`src/include/card_cmd_pkg.sv`:
```
package card_cmd_pkg;

    // frame layout on the command line, host and card frames alike
    localparam logic [5:0] FRAME_BITS    = 6'h30;
    localparam int         BLK_LEN_W     = 12;
    localparam logic       START_BIT     = 1'b0;
    localparam logic       END_BIT       = 1'b1;
    localparam logic       HOST_DIR      = 1'b1;
    localparam logic       CARD_DIR      = 1'b0;
    localparam logic       FAST_DIR      = 1'b1;   // fast register and interrupt answers carry a one here
    localparam logic [6:0] CRC7_POLY     = 7'h09;
    localparam logic [6:0] CRC7_INIT     = 7'h00;

    // command indexes of the upper range
    localparam logic [5:0] IDX_FIRST_UPPER = 6'h27;
    localparam logic [5:0] IDX_FAST_REG    = 6'h27;
    localparam logic [5:0] IDX_GO_IRQ      = 6'h28;
    localparam logic [5:0] IDX_LOCK        = 6'h2a;
    localparam logic [5:0] IDX_APP_PREFIX  = 6'h37;
    localparam logic [5:0] IDX_GEN_BLOCK   = 6'h38;

    // argument fields
    localparam int ARG_RCA_HI  = 31;
    localparam int ARG_RCA_LO  = 16;
    localparam int ARG_WR_FLAG = 15;
    localparam int ARG_REG_HI  = 14;
    localparam int ARG_REG_LO  = 8;
    localparam int ARG_DATA_HI = 7;
    localparam int ARG_DATA_LO = 0;
    localparam int GEN_RW_BIT  = 0;

    typedef enum logic [1:0] {
        KIND_LOCK,
        KIND_LOWER
    } record_kind_type;

    // one command handed on to the data-block logic
    typedef struct packed {
        record_kind_type        kind;
        logic [5:0]             index;
        logic [31:0]            arg;
        logic [BLK_LEN_W-1:0]   block_len;
    } cmd_record_type;

endpackage : card_cmd_pkg

```
`src/verilog/card_cmd_decode_io_lock_app.sv`:
```
`timescale 1ns/1ps
module cmd_record_fifo #(
    parameter int WIDTH = 8,
    parameter int DEPTH = 32
) (
    input  wire logic             core_clk,
    input  wire logic             arst_n,
    input  wire logic             in_valid,
    output logic                  in_ready,
    input  wire logic [WIDTH-1:0] in_data,
    output logic                  out_valid,
    input  wire logic             out_ready,
    output logic [WIDTH-1:0]      out_data
);
    localparam int AW = $clog2(DEPTH);

    logic [WIDTH-1:0] mem [DEPTH];
    logic [AW:0]      wr_ptr;
    logic [AW:0]      rd_ptr;
    logic [AW:0]      next_wr_ptr;
    logic [AW:0]      next_rd_ptr;
    logic             push;
    logic             pop;

    // full when pointers differ only in the wrap bit
    always_comb begin
        in_ready    = (wr_ptr ^ rd_ptr) != {1'b1, {AW{1'b0}}};
        out_valid   = wr_ptr != rd_ptr;
        push        = in_valid && in_ready;
        pop         = out_valid && out_ready;
        next_wr_ptr = push ? wr_ptr + 1'b1 : wr_ptr;
        next_rd_ptr = pop ? rd_ptr + 1'b1 : rd_ptr;
        out_data    = mem[rd_ptr[AW-1:0]];
    end

    always_ff @(posedge core_clk or negedge arst_n) begin
        if (!arst_n) begin
            wr_ptr <= '0;
            rd_ptr <= '0;
        end else begin
            wr_ptr <= next_wr_ptr;
            rd_ptr <= next_rd_ptr;
        end
    end

    // storage needs no reset, only pointers do
    always_ff @(posedge core_clk) begin
        if (push) begin
            mem[wr_ptr[AW-1:0]] <= in_data;
        end
    end
endmodule : cmd_record_fifo

module card_cmd_decode_io_lock_app #(
    parameter logic IO_CLASS_EN = 1'b0,   // the io class is left out of this card
    parameter int   FIFO_DEPTH  = 32,
    parameter int   FAST_REGS   = 128
) (
    input  wire logic                                core_clk,
    input  wire logic                                arst_n,
    input  wire logic                                link_clk,
    input  wire logic                                cmd_in,
    output logic                                     cmd_out,
    output logic                                     cmd_oe_n,
    output logic                                     dat0_out,
    output logic                                     dat0_oe_n,
    input  wire logic [15:0]                         card_rca,
    input  wire logic [31:0]                         card_status,
    input  wire logic [card_cmd_pkg::BLK_LEN_W-1:0]  block_len,
    input  wire logic                                lock_busy,
    input  wire logic                                irq_request,
    input  wire logic [15:0]                         irq_data,
    output logic                                     rec_valid,
    input  wire logic                                rec_ready,
    output card_cmd_pkg::cmd_record_type             rec,
    output logic                                     irq_mode,
    output logic                                     illegal_cmd
);
    typedef enum logic [1:0] {ST_RX, ST_PUSH, ST_RESP, ST_BUSY} state_type;

    function automatic logic [6:0] crc7(input logic [39:0] bits);
        logic [6:0] c;
        logic       fb;
        c = card_cmd_pkg::CRC7_INIT;
        for (int i = 39; i >= 0; i--) begin
            fb = bits[i] ^ c[6];
            c  = {c[5:0], 1'b0} ^ (fb ? card_cmd_pkg::CRC7_POLY : 7'h00);
        end
        return c;
    endfunction : crc7

    function automatic logic [47:0] build_resp(input logic dir, input logic [5:0] idx, input logic [31:0] arg);
        logic [39:0] head;
        head = {card_cmd_pkg::START_BIT, dir, idx, arg};
        return {head, crc7(head), card_cmd_pkg::END_BIT};
    endfunction : build_resp

    logic [2:0]  clk_sync;    // [0] first stage, read only by [1]
    logic [1:0]  cmd_sync;
    logic [7:0]  fast_reg [FAST_REGS];
    state_type   state, next_state;
    logic [47:0] rx_shift, next_rx_shift, tx_shift, next_tx_shift;
    logic [5:0]  rx_cnt, next_rx_cnt, tx_cnt, next_tx_cnt;
    logic        resp_busy, next_resp_busy, next_irq_mode, next_illegal_cmd;
    logic        next_cmd_out, next_cmd_oe_n, next_dat0_oe_n;
    logic        clk_rise, clk_fall, frame_ok, rca_hit, fast_we, fifo_in_ready;
    logic [5:0]  rx_index;
    logic [31:0] rx_arg;
    logic [6:0]  reg_addr;
    card_cmd_pkg::cmd_record_type pend, next_pend;
    logic [$bits(card_cmd_pkg::cmd_record_type)-1:0] fifo_out;

    // link clock crosses in through three flops, command pin through two
    always_ff @(posedge core_clk or negedge arst_n) begin
        if (!arst_n) begin
            clk_sync <= 3'h0;
            cmd_sync <= 2'h3;
        end else begin
            clk_sync <= {clk_sync[1:0], link_clk};
            cmd_sync <= {cmd_sync[0], cmd_in};
        end
    end

    // records wait here while the data-block side is slow
    cmd_record_fifo #(
        .WIDTH ($bits(card_cmd_pkg::cmd_record_type)),
        .DEPTH (FIFO_DEPTH)
    ) u_fifo (
        .core_clk  (core_clk),
        .arst_n    (arst_n),
        .in_valid  (state == ST_PUSH),
        .in_ready  (fifo_in_ready),
        .in_data   (pend),
        .out_valid (rec_valid),
        .out_ready (rec_ready),
        .out_data  (fifo_out)
    );
    assign rec      = card_cmd_pkg::cmd_record_type'(fifo_out);
    assign dat0_out = 1'b0;                                   // busy is always a low level

    // frame checks and argument fields
    always_comb begin
        clk_rise = clk_sync[1] && !clk_sync[2];
        clk_fall = !clk_sync[1] && clk_sync[2];
        rx_index = rx_shift[45:40];
        rx_arg   = rx_shift[39:8];
        reg_addr = rx_arg[card_cmd_pkg::ARG_REG_HI:card_cmd_pkg::ARG_REG_LO];
        rca_hit  = rx_arg[card_cmd_pkg::ARG_RCA_HI:card_cmd_pkg::ARG_RCA_LO] == card_rca;
        frame_ok = rx_shift[47] == card_cmd_pkg::START_BIT && rx_shift[46] == card_cmd_pkg::HOST_DIR
                   && rx_shift[0] == card_cmd_pkg::END_BIT && rx_shift[7:1] == crc7(rx_shift[47:8]);
    end

    // receive, decode, queue, answer
    always_comb begin
        next_state       = state;
        next_rx_shift    = rx_shift;
        next_rx_cnt      = rx_cnt;
        next_tx_shift    = tx_shift;
        next_tx_cnt      = tx_cnt;
        next_resp_busy   = resp_busy;
        next_irq_mode    = irq_mode;
        next_illegal_cmd = 1'b0;
        next_cmd_out     = cmd_out;
        next_cmd_oe_n    = cmd_oe_n;
        next_dat0_oe_n   = 1'b1;
        next_pend        = pend;
        fast_we          = 1'b0;
        case (state)
            ST_RX: begin
                if (rx_cnt == card_cmd_pkg::FRAME_BITS) begin
                    next_rx_cnt = 6'h00;
                    if (frame_ok) begin
                        next_pend = '{card_cmd_pkg::KIND_LOWER, rx_index, rx_arg, block_len};
                        if (rx_index < card_cmd_pkg::IDX_FIRST_UPPER) begin
                            next_state = ST_PUSH;
                        end else if (rx_index == card_cmd_pkg::IDX_FAST_REG && IO_CLASS_EN) begin
                            if (rca_hit) begin
                                fast_we       = rx_arg[card_cmd_pkg::ARG_WR_FLAG];
                                next_tx_shift = build_resp(card_cmd_pkg::FAST_DIR, rx_index,
                                                {card_rca, 1'b0, reg_addr, fast_reg[reg_addr]});
                                next_resp_busy = 1'b0;
                                next_state     = ST_RESP;
                            end
                        end else if (rx_index == card_cmd_pkg::IDX_GO_IRQ && IO_CLASS_EN) begin
                            next_irq_mode = 1'b1;
                        end else if (rx_index == card_cmd_pkg::IDX_LOCK) begin
                            next_pend.kind = card_cmd_pkg::KIND_LOCK;
                            next_state     = ST_PUSH;
                        end else begin
                            next_illegal_cmd = 1'b1;
                        end
                    end
                end else if (irq_mode && irq_request && rx_cnt == 6'h00) begin
                    next_irq_mode = 1'b0;
                    next_tx_shift = build_resp(card_cmd_pkg::FAST_DIR, card_cmd_pkg::IDX_FAST_REG,
                                               {card_rca, irq_data});
                    next_resp_busy = 1'b0;
                    next_state     = ST_RESP;
                end else if (clk_rise && (rx_cnt != 6'h00 || cmd_sync[1] == card_cmd_pkg::START_BIT)) begin
                    next_rx_shift = {rx_shift[46:0], cmd_sync[1]};
                    next_rx_cnt   = rx_cnt + 6'h01;
                end
            end
            ST_PUSH: begin
                // stalls the command path until the queue takes the record
                if (fifo_in_ready) begin
                    if (pend.kind == card_cmd_pkg::KIND_LOCK) begin
                        next_tx_shift  = build_resp(card_cmd_pkg::CARD_DIR, pend.index, card_status);
                        next_resp_busy = 1'b1;
                        next_state     = ST_RESP;
                    end else begin
                        next_state = ST_RX;
                    end
                end
            end
            ST_RESP: begin
                // card drives on the falling link edge, host samples on the rising one
                if (clk_fall) begin
                    if (tx_cnt == card_cmd_pkg::FRAME_BITS) begin
                        next_cmd_oe_n = 1'b1;
                        next_cmd_out  = 1'b1;
                        next_tx_cnt   = 6'h00;
                        next_state    = resp_busy ? ST_BUSY : ST_RX;
                    end else begin
                        next_cmd_oe_n = 1'b0;
                        next_cmd_out  = tx_shift[47];
                        next_tx_shift = {tx_shift[46:0], 1'b0};
                        next_tx_cnt   = tx_cnt + 6'h01;
                    end
                end
            end
            ST_BUSY: begin
                // held until the block is drained and the user side is done
                next_dat0_oe_n = 1'b0;
                if (!lock_busy && !rec_valid) begin
                    next_dat0_oe_n = 1'b1;
                    next_state     = ST_RX;
                end
            end
            default: next_state = ST_RX;
        endcase
    end

    always_ff @(posedge core_clk or negedge arst_n) begin
        if (!arst_n) begin
            state       <= ST_RX;
            rx_shift    <= 48'h0;
            rx_cnt      <= 6'h00;
            tx_shift    <= 48'h0;
            tx_cnt      <= 6'h00;
            resp_busy   <= 1'b0;
            irq_mode    <= 1'b0;
            illegal_cmd <= 1'b0;
            cmd_out     <= 1'b1;
            cmd_oe_n    <= 1'b1;
            dat0_oe_n   <= 1'b1;
            pend        <= '0;
        end else begin
            state       <= next_state;
            rx_shift    <= next_rx_shift;
            rx_cnt      <= next_rx_cnt;
            tx_shift    <= next_tx_shift;
            tx_cnt      <= next_tx_cnt;
            resp_busy   <= next_resp_busy;
            irq_mode    <= next_irq_mode;
            illegal_cmd <= next_illegal_cmd;
            cmd_out     <= next_cmd_out;
            cmd_oe_n    <= next_cmd_oe_n;
            dat0_oe_n   <= next_dat0_oe_n;
            pend        <= next_pend;
        end
    end

    // fast registers have no fixed meaning; only host fast register commands read and write them
    always_ff @(posedge core_clk) begin
        if (fast_we) begin
            fast_reg[reg_addr] <= rx_arg[card_cmd_pkg::ARG_DATA_HI:card_cmd_pkg::ARG_DATA_LO];
        end
    end
endmodule : card_cmd_decode_io_lock_app

```
`config.mk`:
```
export PLATFORM = sky130hd
export DESIGN_NAME = card_cmd_decode_io_lock_app
export DESIGN_NICKNAME = d
export VERILOG_FILES = /design/src/include/card_cmd_pkg.sv /design/src/verilog/card_cmd_decode_io_lock_app.sv
export SDC_FILE = /design/constraint.sdc
export NUM_CORES = 2
export LEC_CHECK = 0
export BUFFER_PORTS_ARGS = -buffer_cell sky130_fd_sc_hd__buf_2
export CAP_MARGIN = 20
export CORE_UTILIZATION = 61
export CTS_CLUSTER_SIZE = 30
export DETAILED_ROUTE_END_ITERATION = 10
export GPL_TIMING_DRIVEN = 0
export MAX_ROUTING_LAYER = met4
export PLACE_DENSITY = 0.82
export SLEW_MARGIN = 20
export SYNTH_ARGS = -nofsm -noshare
export SYNTH_HDL_FRONTEND = slang
export SYNTH_SLANG_ARGS = --single-unit
```
`constraint.sdc`:
```
create_clock -name core_clk -period 6.4 [get_ports core_clk]
set_clock_uncertainty 0.2 [all_clocks]
set_input_delay 1.28 -clock core_clk [delete_from_list [all_inputs] [get_ports core_clk]]
set_output_delay 1.28 -clock core_clk [all_outputs]
set_load 0.01 [all_outputs]
```
==> reports/metrics.csv <==
metric;value;unit
largest net degree at the start of global routing;98;
peak supply drop;0.3046;mV
r2r setup slk;1.19;ns
PwrDens;387.5;nW/µm²
Netlist Area Pre-Place;71180;µm²
number of top-level pins;142;
WHS Path Cells;0;
leading cell types by count after synthesis;edfxtp_1, mux4_2, dfrtp_1;
Die X;343.6;µm
grt ovf;0;
Most used DFF post-synth;edfxtp_1;
CTS clk-pin slew, worst paths;0.07;ns
IO buf count;105;
pre-CTS setup slack;0.7744;ns
routed length per instance;38.47;µm
Synth area leader;edfxtp_1;
Root Buffer;clkbuf_16;
Initial Utilization;0.6191;
CTS tree;yes;
most used cell along the critical path;clkbuf_1;
Worst Max-Slew Pin Slew;1.273;ns
vias per cell;7.288;
Bufs on Longest Clock Path;3;
die area;118100;µm²
initial antenna violation count;6;
max-cap check violation count;0;
Mean Syn Cell Area;22.60;µm²
final hold violation count;0;
LEAKAGE;28.10;nW
Worst Hold Endpoint;clk_sync[1];
fin worst setup slack;0.1142;ns
max_slew headroom;0.1511;
launching point of the worst reg2reg path;rx_shift[45];
synthesized instance count;3149;
Die Y;343.6;µm
Hold Crit Class;reg -> reg;
GPL Wtd Cong;0.8526;
flops & latches, synth;1815;
Synth Warn #;0;
top-count cell post-synth;edfxtp_1;
number of DRC markers in iteration 0;5905;
fin util;0.7102;
layout cells sized above 1;0.3287;
via count;37800;
run status;finished, final reports clean;
clock buffer count from CTS;169;
drt total wl;199500;µm
core area;115000;µm²
Fin Hold WS;0.1475;ns
Worst Reg-to-Reg Cells;10;
crit path launch;u_fifo.rd_ptr[2];
Worst setup SP type;flop;
RSZ-0062 raised after global routing;no;
row count;124;
Worst Path Required;4.92;ns
CTS Sinks;1815;
Period minus WS final;6.286;ns
Clock Latency Late Sink;0.82;ns
vias in the first global route;38760;
post-route clock period utilization;0.9821;
fmax;0.1591;GHz
# setup viols final;0;
Area Growth Syn to Fin;14.70;%
worst path cell trace;clkbuf_1 > clkbuf_1 > clkbuf_1 > mux4_2 > mux2_2 > buf_2;
R2R Path End;pend[7];
post-DP HPWL;112000;µm
Yosys top cell area share;0.6885;
Slowest cell on crit path;clkbuf_1;
final slew viol count;0;
Hold Crit Start;clk_sync[0];
H-tree Lvls;4;
Tot Pwr;0.03163;W
sequential element share of the synthesized area;0.7529;
DRC Markers;0;
Post-synth EDFFs;1632;
global-route wire length before repair;283500;µm
Pre-antenna DRT Iters;6;
Critical Path Sink Type;output pin;
maximum net fanout on the critical path;10;
Slowest Stage Delay on Critical Path;0.90;ns
Final Net Count;3616;
ys async rst share;0.1008;
antenna-violating nets left;0;
Crit Path Class;reg -> out;
Unique masters post-synth;48;
GR Util All Layers;0.3586;
Synth area leaders;edfxtp_1, mux4_2, dfrtp_1;
worst path arrival time;4.81;ns
## kinds of logic after synthesis
family	count (synthesis)	synth area share
compound gates	97	0.008227
flops	1815	0.7529
xor+xnor	139	0.02445
simple gates	246	0.01434
other cells	1	0.00005269
buf+inv	178	0.01013
fa+ha+maj	9	0.001582
mux	664	0.1883
## registers in the layout, indices dropped and copies added (netlist names)
register and count:
u_fifo.mem 1632, pend 51, rx_shift 48, tx_shift 48, rx_cnt 6, tx_cnt 6
u_fifo.rd_ptr 6, u_fifo.wr_ptr 6, clk_sync 3, cmd_sync 2, state 2, cmd_oe_n 1
cmd_out 1, dat0_oe_n 1, illegal_cmd 1, resp_busy 1
## metal layers
layer	routed length, µm	track usage	share of wire	vias to the layer above
met5	0	-	0	-
met4	11480	0.1792	0.058	0
met3	23940	0.08317	0.12	762
met2	98790	0.5583	0.50	3722
met1	65320	0.4478	0.33	19490
li1	-	-	-	13820
## how the worst max path moves through the flow
stage | to | slack (ns) | cells past startpoint
6_report | rec[45] | 0.11 | 6
3_3_place_gp | u_fifo.mem[14][24] | -2.73 | 6
3_5_place_dp | rec[12] | 0.77 | 6
2_1_floorplan | u_fifo.mem[23][0] | 1.60 | 7
5_1_grt | rec[19] | 0.04 | 7
4_1_cts | rec[40] | 0.006 | 7
## cells in the final DEF, fill, tap and decap left out, drive strengths merged, types with 2 or more instances in the layout
master	synthesis	routed
edfxtp	1632	1632
mux4	510	510
clkbuf	117	352
buf	47	236
dfrtp	178	178
mux2	151	151
nand2	112	112
nor2	96	96
xnor2	72	72
clkinv	0	63
a31oi	40	40
o21ai	32	32
xnor3	32	32
xor2	30	30
inv	14	24
bufinv	0	12
a21oi	11	11
nand3	11	11
ha	9	9
diode	0	5
xor3	5	5
nand4	5	5
clkinvlp	0	5
dfstp	5	5
nor3	4	4
a22o	4	4
clkdlybuf4s15	0	4
or2	3	3
mux2i	3	3
conb	1	3
a311oi	3	3
nand3b	2	2
or3	2	2
o211ai	2	2
and2	2	2
nand4b	2	2
and3	2	2
o21a	2	2
## area by class of cell
type	count	area (µm²)
Sequential cell	1815	53610
Fill cell	5906	33320
Multi-Input combinational cell	1158	17120
Clock buffer	226	4617
Timing Repair Buffer	202	2714
Tap cell	1512	1892
Clock inverter	90	894.6
Buffer	164	738.2
Inverter	14	52.55
Antenna cell	5	12.51
## worst max-delay path, delay by kind of cell (launching register included)
family / cells / cell delay [ns]
buf+inv: 4 / 2.77
mux: 2 / 0.87
flops: 1 / 0.32
## where the power goes
group	internal (W)	leakage (nW)	switching, W
combinational	0.00335	7.31	0.00476
sequential	0.0131	18.1	0.000230
clock	0.00561	2.68	0.00461
total	0.0220	28.1	0.00961
## stage by stage
step                cell area [µm²]  instances   TNS, ns
detailed placement            75990       4860         0
finish                        81640       5186         0
CTS                           81530       5176         0
global route                  81640       5186         0
global placement              73600       4768  -3826.77
floorplan                     71180       3151         0
## timing repair
action / in CTS / in global routing
setup endpoints to repair: 26 / 2
pin swaps: 0 / 0
gates resized for setup: 7 / 3
setup buffers: 0 / 0
hold buffers: 0 / 0
No activity file was read; power rests on OpenSTA's default activity.
